--- src/include/tz_pkg.sv ---
// Shared constants and types of the timer/counter with shared prescaler.
package tz_pkg;

    // Register port widths.
    localparam int ADDR_W = 8;
    localparam int DATA_W = 8;

    // Register addresses on the register port.
    localparam logic [7:0] ADDR_TMR     = 8'h01;
    localparam logic [7:0] ADDR_ICTL    = 8'h0b;
    localparam logic [7:0] ADDR_ICTL_HI = 8'h8b;
    localparam logic [7:0] ADDR_OPT     = 8'h81;

    // Field positions in interrupt_control.
    localparam int ICTL_IE_BIT = 5;
    localparam int ICTL_IF_BIT = 2;

    // Field positions in option_config.
    localparam int OPT_CS_BIT  = 5;
    localparam int OPT_SE_BIT  = 4;
    localparam int OPT_PSA_BIT = 3;
    localparam int OPT_RS_LSB  = 0;
    localparam int RS_W        = 3;

    // Reset values.
    localparam logic [7:0] RST_OPT  = 8'hff;
    localparam logic [7:0] RST_TMR  = 8'h00;
    localparam logic [7:0] RST_RD   = 8'h00;

    // Increments skipped after a timer register write, in instruction cycles.
    localparam logic [1:0] INHIB_CYC = 2'h2;

    // Core clock rate; four core clocks form one instruction cycle.
    localparam int CLK_HZ = 10_000_000;

    // Internal phase clocks of one instruction cycle.
    typedef enum logic [1:0] {
        TZ_Q1,
        TZ_Q2,
        TZ_Q3,
        TZ_Q4
    } tz_phase_e;

endpackage : tz_pkg

--- src/verilog/tz_timer.sv ---
// Eight-bit timer/counter with a prescaler shared with the watchdog.
`timescale 1ns/10ps
module tz_timer #(
    parameter int P_TMR_W = 8,
    parameter int P_PRE_W = 8
) (
    input  wire logic                      i_clk,
    input  wire logic                      i_rst,
    input  wire logic [tz_pkg::ADDR_W-1:0] i_addr,
    input  wire logic [tz_pkg::DATA_W-1:0] i_wdata,
    input  wire logic                      i_wr,
    input  wire logic                      i_rd,
    output logic      [tz_pkg::DATA_W-1:0] o_rdata,
    input  wire logic                      i_ext_clk,
    input  wire logic                      i_sleep,
    input  wire logic                      i_wdt_tick,
    input  wire logic                      i_wdt_clear,
    output logic                           o_wdt_post,
    output logic                           o_irq
);

    // The timer must fit the data port; the prescaler needs the top tap.
    if (P_TMR_W < 2 || P_TMR_W > tz_pkg::DATA_W) begin : g_bad_tmr
        $error("tz_timer: P_TMR_W must lie between 2 and the data width.");
    end
    if (P_PRE_W < (2 ** tz_pkg::RS_W)) begin : g_bad_pre
        $error("tz_timer: P_PRE_W too small for the largest ratio.");
    end

    // Phase of the current instruction cycle.
    tz_pkg::tz_phase_e phase_q;
    // One-cycle enables in phases two and four.
    logic q2_en;
    logic q4_en;

    // Configuration and control state written by software.
    logic [tz_pkg::DATA_W-1:0] opt_q;      // Option register image.
    logic                      ie_q;       // Overflow interrupt enable.
    logic                      flag_q;     // Sticky overflow flag.

    // Fields decoded from the option register.
    logic                      cs;         // Clock source: pin when set.
    logic                      se;         // Falling edge when set.
    logic                      prescaler_assign;        // Prescaler to watchdog when set.
    logic [tz_pkg::RS_W-1:0]   rs;         // Rate select field.

    // Register port decode.
    logic                      wr_tmr;
    logic                      wr_ictl;
    logic                      wr_opt;
    logic                      ictl_hit;
    logic [P_TMR_W-1:0]        wdata_tmr;  // Write data cut to timer width.

    // Counting path.
    logic                      ext_lvl;    // Pin, inverted for falling edges.
    logic                      ext_prev_q; // Pin level one cycle ago.
    logic                      ext_rise;   // Selected pin edge, one cycle.
    logic                      pre_en;     // Prescaler count enable.
    logic                      pre_clr;    // Prescaler clear.
    logic [P_PRE_W-1:0]        pre_cnt;    // Prescaler count.
    logic                      src_lvl;    // Level fed to Q2/Q4 sampling.
    logic                      samp2_q;    // Level sampled in phase two.
    logic                      samp4_q;    // Level sampled in phase four.
    logic                      tick_evt;   // Candidate increment.
    logic                      inc_go;     // Increment actually taken.
    logic [1:0]                inhib_q;    // Cycles still blocked.
    logic [P_TMR_W-1:0]        tmr_q;      // Timer register.
    logic                      ovf_set;    // Rollover in this cycle.

    // Watchdog postscaler path.
    logic                      wdt_tap;    // Selected watchdog tap bit.
    logic                      wdt_tap_q;  // Tap bit one cycle ago.
    logic                      wdt_post_q; // Postscaled watchdog tick.

    // Registered outputs and the combinational read mux.
    logic [tz_pkg::DATA_W-1:0] rdata_q;
    logic [tz_pkg::DATA_W-1:0] rd_d;
    logic                      irq_q;

    // Four phases per instruction cycle; the phase keeps running in
    // sleep because the watchdog side still needs its own clock.
    always_ff @(posedge i_clk) begin
        if (i_rst) begin
            phase_q <= tz_pkg::TZ_Q1;
        end else begin
            unique case (phase_q)
                tz_pkg::TZ_Q1: phase_q <= tz_pkg::TZ_Q2;
                tz_pkg::TZ_Q2: phase_q <= tz_pkg::TZ_Q3;
                tz_pkg::TZ_Q3: phase_q <= tz_pkg::TZ_Q4;
                tz_pkg::TZ_Q4: phase_q <= tz_pkg::TZ_Q1;
            endcase
        end
    end

    assign q2_en = (phase_q == tz_pkg::TZ_Q2);
    assign q4_en = (phase_q == tz_pkg::TZ_Q4);

    // Address decode; the control register answers at two addresses.
    assign ictl_hit  = (i_addr == tz_pkg::ADDR_ICTL) ||
                       (i_addr == tz_pkg::ADDR_ICTL_HI);
    assign wr_tmr    = i_wr && (i_addr == tz_pkg::ADDR_TMR);
    assign wr_ictl   = i_wr && ictl_hit;
    assign wr_opt    = i_wr && (i_addr == tz_pkg::ADDR_OPT);
    assign wdata_tmr = i_wdata[P_TMR_W-1:0];

    // Option register; written at any time, no stop needed.
    always_ff @(posedge i_clk) begin
        if (i_rst) begin
            opt_q <= tz_pkg::RST_OPT;
        end else if (wr_opt) begin
            opt_q <= i_wdata;
        end
    end

    assign cs  = opt_q[tz_pkg::OPT_CS_BIT];
    assign se  = opt_q[tz_pkg::OPT_SE_BIT];
    assign prescaler_assign = opt_q[tz_pkg::OPT_PSA_BIT];
    assign rs  = opt_q[tz_pkg::OPT_RS_LSB +: tz_pkg::RS_W];

    // Edge select: invert the pin so the chosen edge is a rise.
    assign ext_lvl = i_ext_clk ^ se;

    // Previous pin level for the prescaler's edge count; reset loads
    // the idle level of a low pin under the reset edge choice.
    always_ff @(posedge i_clk) begin
        if (i_rst) begin
            ext_prev_q <= tz_pkg::RST_OPT[tz_pkg::OPT_SE_BIT];
        end else begin
            ext_prev_q <= ext_lvl;
        end
    end

    assign ext_rise = ext_lvl & ~ext_prev_q;

    // Prescaler routing: the watchdog tick or the timer source. The
    // timer side halts in sleep; the watchdog side does not.
    always_comb begin
        if (prescaler_assign) begin
            pre_en  = i_wdt_tick;
            pre_clr = i_wdt_clear;
        end else begin
            pre_en  = ~i_sleep & (cs ? ext_rise : q4_en);
            pre_clr = wr_tmr;
        end
    end

    // The shared counter itself.
    tz_prescaler #(
        .P_W     (P_PRE_W)
    ) u_prescaler (
        .i_clk   (i_clk),
        .i_rst   (i_rst),
        .i_clr   (pre_clr),
        .i_en    (pre_en),
        .o_count (pre_cnt)
    );

    // Timer-side output: bit rs toggles every 2^rs events, so it rises
    // once per 2^(rs+1), giving 1:2 for code 0 and 1:256 for 7.
    // With the prescaler elsewhere the pin passes straight.
    always_comb begin
        if (prescaler_assign) begin
            src_lvl = ext_lvl;
        end else begin
            src_lvl = pre_cnt[rs];
        end
    end

    // The prescaler output is sampled in phases two and four, so every
    // level of two core clocks or more is seen; a shorter one can be
    // missed. Reset loads the idle level, so no false edge follows.
    always_ff @(posedge i_clk) begin
        if (i_rst) begin
            samp2_q <= tz_pkg::RST_OPT[tz_pkg::OPT_SE_BIT];
            samp4_q <= tz_pkg::RST_OPT[tz_pkg::OPT_SE_BIT];
        end else begin
            if (q2_en) begin
                samp2_q <= src_lvl;
            end
            if (q4_en) begin
                samp4_q <= src_lvl;
            end
        end
    end

    // Pin mode or a divided source counts sampled rises; undivided
    // timer mode counts every phase four.
    assign tick_evt = (cs | ~prescaler_assign) ?
                      (q4_en & (samp2_q ? ~samp4_q : src_lvl)) : q4_en;

    // No increment in sleep, while blocked, or in a write cycle.
    assign inc_go = tick_evt & ~i_sleep & (inhib_q == 2'h0) & ~wr_tmr;

    // Block counter: a write skips the next two phase-four edges, so
    // software that wants exact time must add two to what it writes.
    always_ff @(posedge i_clk) begin
        if (i_rst) begin
            inhib_q <= 2'h0;
        end else if (wr_tmr) begin
            inhib_q <= tz_pkg::INHIB_CYC;
        end else if (q4_en && inhib_q != 2'h0) begin
            inhib_q <= inhib_q - 2'h1;
        end
    end

    // Timer register: a write wins over an increment.
    always_ff @(posedge i_clk) begin
        if (i_rst) begin
            tmr_q <= tz_pkg::RST_TMR[P_TMR_W-1:0];
        end else if (wr_tmr) begin
            tmr_q <= wdata_tmr;
        end else if (inc_go) begin
            tmr_q <= tmr_q + 1'b1;
        end
    end

    // Rollover from all ones to zero.
    assign ovf_set = inc_go & (&tmr_q);

    // Sticky flag, cleared by writing one; a rollover in the clearing
    // cycle wins so no overflow is lost. Only software clears it.
    always_ff @(posedge i_clk) begin
        if (i_rst) begin
            flag_q <= 1'b0;
        end else if (ovf_set) begin
            flag_q <= 1'b1;
        end else if (wr_ictl && i_wdata[tz_pkg::ICTL_IF_BIT]) begin
            flag_q <= 1'b0;
        end
    end

    // Interrupt enable, the mask for the flag.
    always_ff @(posedge i_clk) begin
        if (i_rst) begin
            ie_q <= 1'b0;
        end else if (wr_ictl) begin
            ie_q <= i_wdata[tz_pkg::ICTL_IE_BIT];
        end
    end

    // Level interrupt, one cycle behind flag and enable.
    always_ff @(posedge i_clk) begin
        if (i_rst) begin
            irq_q <= 1'b0;
        end else begin
            irq_q <= flag_q & ie_q;
        end
    end

    // Watchdog tap: code 0 passes the tick, code n uses bit n-1,
    // giving 1:1 up to 1:128.
    assign wdt_tap = (rs == '0) ? 1'b0 : pre_cnt[rs - 3'h1];

    // Postscaled tick; a change of assignment may cost or add one
    // tick, which is why software follows a safe switch order.
    always_ff @(posedge i_clk) begin
        if (i_rst) begin
            wdt_tap_q  <= 1'b0;
            wdt_post_q <= 1'b0;
        end else begin
            wdt_tap_q <= wdt_tap;
            if (!prescaler_assign || i_wdt_clear) begin
                wdt_post_q <= 1'b0;
            end else if (rs == '0) begin
                wdt_post_q <= i_wdt_tick;
            end else begin
                wdt_post_q <= wdt_tap & ~wdt_tap_q;
            end
        end
    end

    // Read mux; the prescaler has no address and reads nowhere.
    always_comb begin
        rd_d = '0;
        if (i_addr == tz_pkg::ADDR_TMR) begin
            rd_d[P_TMR_W-1:0] = tmr_q;
        end else if (ictl_hit) begin
            rd_d[tz_pkg::ICTL_IE_BIT] = ie_q;
            rd_d[tz_pkg::ICTL_IF_BIT] = flag_q;
        end else if (i_addr == tz_pkg::ADDR_OPT) begin
            rd_d = opt_q;
        end
    end

    // Read data stand only in the cycle after the read strobe.
    always_ff @(posedge i_clk) begin
        if (i_rst) begin
            rdata_q <= tz_pkg::RST_RD;
        end else if (i_rd) begin
            rdata_q <= rd_d;
        end else begin
            rdata_q <= tz_pkg::RST_RD;
        end
    end

    // Outputs leave straight from flip-flops.
    assign o_rdata    = rdata_q;
    assign o_irq      = irq_q;
    assign o_wdt_post = wdt_post_q;
endmodule : tz_timer

--- src/verilog/tz_prescaler.sv ---
// Shared eight-bit prescaler counter, hidden from software.
`timescale 1ns/10ps
module tz_prescaler #(
    parameter int P_W = 8
) (
    input  wire logic           i_clk,
    input  wire logic           i_rst,
    input  wire logic           i_clr,
    input  wire logic           i_en,
    output logic [P_W-1:0]      o_count
);

    // A one-bit counter could serve no division ratio but 1:2.
    if (P_W < 2) begin : g_bad_width
        $error("tz_prescaler: P_W must be at least 2.");
    end

    // Counter state; the owner taps one bit of it as its divided output.
    logic [P_W-1:0] cnt_q;

    // Clear beats count, so a clear in the counting cycle leaves zero.
    // The count has no register address: nothing reads or writes it.
    always_ff @(posedge i_clk) begin
        if (i_rst || i_clr) begin
            cnt_q <= '0;
        end else if (i_en) begin
            cnt_q <= cnt_q + 1'b1;
        end
    end

    // Count goes out straight from the register.
    assign o_count = cnt_q;
endmodule : tz_prescaler

--- config.mk ---
export PLATFORM = sky130hd
export DESIGN_NAME = tz_timer
export DESIGN_NICKNAME = d
export VERILOG_FILES = /design/src/include/tz_pkg.sv /design/src/verilog/tz_timer.sv /design/src/verilog/tz_prescaler.sv
export SDC_FILE = /design/constraint.sdc
export NUM_CORES = 1
export LEC_CHECK = 0
export ABC_AREA = 1
export BUFFER_PORTS_ARGS = -buffer_cell sky130_fd_sc_hd__buf_2
export CAP_MARGIN = 10
export CORE_MARGIN = 2
export CORE_UTILIZATION = 55
export CTS_CLUSTER_DIAMETER = 200
export DETAILED_ROUTE_END_ITERATION = 8
export PLACE_DENSITY = 0.74
export SLEW_MARGIN = 5
export SYNTH_ARGS = -nofsm -noshare
export SYNTH_HDL_FRONTEND = slang
export SYNTH_SLANG_ARGS = --single-unit
--- constraint.sdc ---
create_clock -name i_clk -period 2 [get_ports i_clk]
set_input_delay 0.4 -clock i_clk [delete_from_list [all_inputs] [get_ports i_clk]]
set_output_delay 0.4 -clock i_clk [all_outputs]
set_load 0.01 [all_outputs]
==> summary by stage <==
Status
The run finished with clean final reports.

Clock tree
Clock-pin slew was measured on the worst setup and hold paths at 0.08 ns. The number of levels the H-tree was split into is 2. Buffers inserted during clock tree synthesis total 5. The maximum clock path buffer count is 2. The CTS tree is yes. The post-CTS resize count is 0. The clock sink total is 44. The number of buffers added for setup after CTS is 0.

The clock reaches the later pin of the worst-skew pair after 0.30 ns. The clock root buffer master is sky130_fd_sc_hd__clkbuf_8. The number of hold buffers added after CTS is 0.

Critical path
The setup path with the least slack is of type reg2reg. In this run the worst path has a maximum fanout of 5. In this run the critical register-to-register path is launched from phase_q[0].

The worst endpoint data arrival time is 1.89 ns. STA classifies the critical path startpoint as a flip-flop. The critical path capture point type is a flip-flop. The worst reg2reg path depth is 10. The reg-to-reg setup timing slack is 0.31 ns. The worst register-to-register path ends at u_prescaler.o_count[5]. Data on the critical path is required at its endpoint by 2.19 ns.

Placement
The count of input and output buffers is 33. The HPWL after detailed placement is 3742 µm. The pre-CTS worst setup slack is 0.1471 ns. The area after detailed placement is 2522 µm². The congestion estimate from routability-driven global placement came to 0.8567.

STA
Dividing the final minimum period by the clock period gives 84.74%. In this run the tightest slew margin relative to its limit is 70.84%. The smallest setup slack after layout is 0.3051 ns.

For the pin with the worst max-slew slack, the measured transition is 0.4351 ns. In the final timing run, aggregate negative setup slack is 0 ns. The clock period could shrink to 1.695 ns.

The worst-case clock skew is 0.005135 ns. The total count of hold-check failures in the final report is 0. The max-slew violation total from the final report is 0. The worst hold slack across all endpoints is 0.3352 ns. Based on the critical path, the design can be clocked at up to 590.0 MHz.

Setup repair after global routing left no endpoint under its margin. Setup violations remaining at the end of the flow were counted as 0.

Drt
The detail-routed via count per cell is 5.184. The post-route antenna net violation count is 0. The count of unresolved DRC violations after routing is 0. For this block, the initial DRC count from the detailed router was 194.

The detailed-route wire length is 4946 µm. Detailed routing inserted a total of 2089 vias. The first detailed-routing pass ran for 4 iterations.

In the final routed layout, each cell accounts on average for 12.27 µm.

Hold path
The worst hold path begins at i_wdata[4]. The worst hold path terminates at opt_q[4]. Counting instances, the worst hold path has a depth of 3.

The class of the tightest hold or removal check is in2reg.

Global route
The via count of the first global-routing pass is 1809. Entering global routing, the biggest net connects 23 pins. The number of antenna violations at the first check in global routing was 0. The leftover overflow at the end of global routing is 0. The first global-routing pass estimated 7886 µm of wire.

The global-route usage over all layers is 22.48%.

Die
The total core area is 4029 µm². The floorplan step defined a die boundary enclosing 4722 µm². The starting utilization of the core area is 57.17%. In this run the vertical extent of the chip is 68.72 µm. The row count is 23.

34 I/O pins were placed. The die outline width is 68.72 µm.

Power and ir drop
The total power density per cell area is 659.8 nW/µm². In this run the static leakage power is 0.001157 µW. IR analysis of the VDD net gives a maximum drop of 0.4777 mV. After layout, the design draws a total of 1729 µW.

Synthesis
In the post-synthesis netlist, the biggest area contributors are sky130_fd_sc_hd__dfxtp_1 (38%), sky130_fd_sc_hd__nand2_1 (12%), sky130_fd_sc_hd__a21oi_1 (6.5%), sky130_fd_sc_hd__inv_1 (5.5%), sky130_fd_sc_hd__nand3_1 (5.2%). When the netlist entered floorplanning its net count stood at 348. The fraction of synthesized cell area taken by the top area cell type is 38.24%. The async set-reset flop share out of synthesis is 0%. Yosys printed 0 warnings. For this run, the register share of the synthesized area comes to 38.24%.

Summed over all instances, the cell type with the most area after synthesis is sky130_fd_sc_hd__dfxtp_1. Yosys mapped a number of flops with a built-in enable equal to 0. Synthesis handed over a netlist of 315 instances. The synthesized area divided by synthesized cell count is 7.313 µm².

The most common cell in the netlist is sky130_fd_sc_hd__nand2_1. The number of synthesized register bits is 44. In the synthesized netlist, the cells that appear most often are sky130_fd_sc_hd__nand2_1 (74), sky130_fd_sc_hd__dfxtp_1 (44), sky130_fd_sc_hd__inv_1 (34), sky130_fd_sc_hd__a21oi_1 (30), sky130_fd_sc_hd__nand3_1 (24). The mapped netlist covers 2303 µm². The most used flip-flop cell after synthesis is sky130_fd_sc_hd__dfxtp_1. In this run, distinct cell masters in the synthesized netlist total 39.

Cells and area
The post-layout instance area is 2621 µm². The number of antenna diodes in the final layout is 0. The number of fill cells in the layout is 384. The post-synthesis to final-layout area growth is 13.80%.

Cells with a size suffix above 1 make up 18.41% of the layout. The number of nets in the finished design is 387.

Job
The number of maximum-capacitance violations is 0.
## critical path, stage by stage, from the launching register on
cell and delay (ns):
sky130_fd_sc_hd__dfxtp_1 0.36, sky130_fd_sc_hd__ha_1 0.20, sky130_fd_sc_hd__inv_1 0.08, sky130_fd_sc_hd__a21oi_1 0.17
sky130_fd_sc_hd__nand3_1 0.11, sky130_fd_sc_hd__o21ai_2 0.14, sky130_fd_sc_hd__nand2_1 0.11, sky130_fd_sc_hd__nor2_1 0.13
sky130_fd_sc_hd__inv_1 0.06, sky130_fd_sc_hd__o21ai_0 0.15, sky130_fd_sc_hd__nor2_1 0.06
## flip-flops by register name, indices dropped and copies added (netlist names)
signal	count
o_rdata	8
opt_q	8
tmr_q	8
u_prescaler.o_count	8
inhib_q	2
phase_q	2
ext_prev_q	1
flag_q	1
ie_q	1
o_irq	1
o_wdt_post	1
samp2_q	1
samp4_q	1
wdt_tap_q	1
## power breakdown
| part | leakage (µW) | switching [µW] | internal, µW |
|---|---|---|---|
| logic | 0.000750 | 107 | 63.7 |
| registers | 0.000356 | 15.1 | 901 |
| clock network | 0.0000501 | 285 | 358 |
## worst max-delay path by stage
stage	cells past startpoint	end	from	slack, ns
after floorplan	7	tmr_q[1]	i_addr[1]	0.49
after global placement	9	u_prescaler.o_count[2]	i_addr[1]	0.16
after detailed placement	9	u_prescaler.o_count[2]	i_addr[1]	0.15
after CTS	10	u_prescaler.o_count[5]	phase_q[0]	0.31
after global routing	11	u_prescaler.o_count[4]	phase_q[1]	0.04
final	10	u_prescaler.o_count[5]	phase_q[0]	0.31
## cell type report
cell class                      count  area, µm²  area share (%)
Multi-Input combinational cell    225       1224           46.68
Sequential cell                    44      880.8           33.60
Timing Repair Buffer               38      202.7           7.733
Inverter                           40      152.6           5.823
Clock buffer                        5      68.82           2.625
Tap cell                           50      62.56           2.387
Clock inverter                      1      30.03           1.146
## placed cells by master (no fill, tap or decap), drive strengths merged, types with 2 or more instances in the layout
master	n
nand2	78
dfxtp	44
inv	39
buf	38
a21oi	32
nand3	26
nor2	23
o21ai	23
ha	9
nor3	7
xor2	6
nand4	6
clkbuf	5
xnor2	4
o22ai	2
o211ai	2
nor4	2
## cells by family (layout without fill, tap and decap cells)
logic type,Yosys count,after routing,synth area share [%]
simple gates,144,144,29.71
compound gates,62,62,14.72
xor+xnor,10,10,3.802
fa+ha+maj,9,9,4.889
flops,44,44,38.24
buf+inv,46,84,8.636
## through the flow
step / utilization, % / cells
after floorplan: - / 315
after global placement: 62.61 / 397
after detailed placement: 62.61 / 397
after CTS: 65.06 / 403
after global routing: 65.06 / 403
final: 65.06 / 403
## metal layers
| layer | vias to the layer above | track usage (%) | share of wire, % |
|---|---|---|---|
| li1 | 1104 | - | - |
| met1 | 938 | 30.90 | 49 |
| met2 | 42 | 35.70 | 46 |
| met3 | 5 | 4.870 | 4.3 |
| met4 | 0 | 5.882 | 1.1 |
| met5 | - | 0 | 0 |
Power figures use the tool's default switching activity.
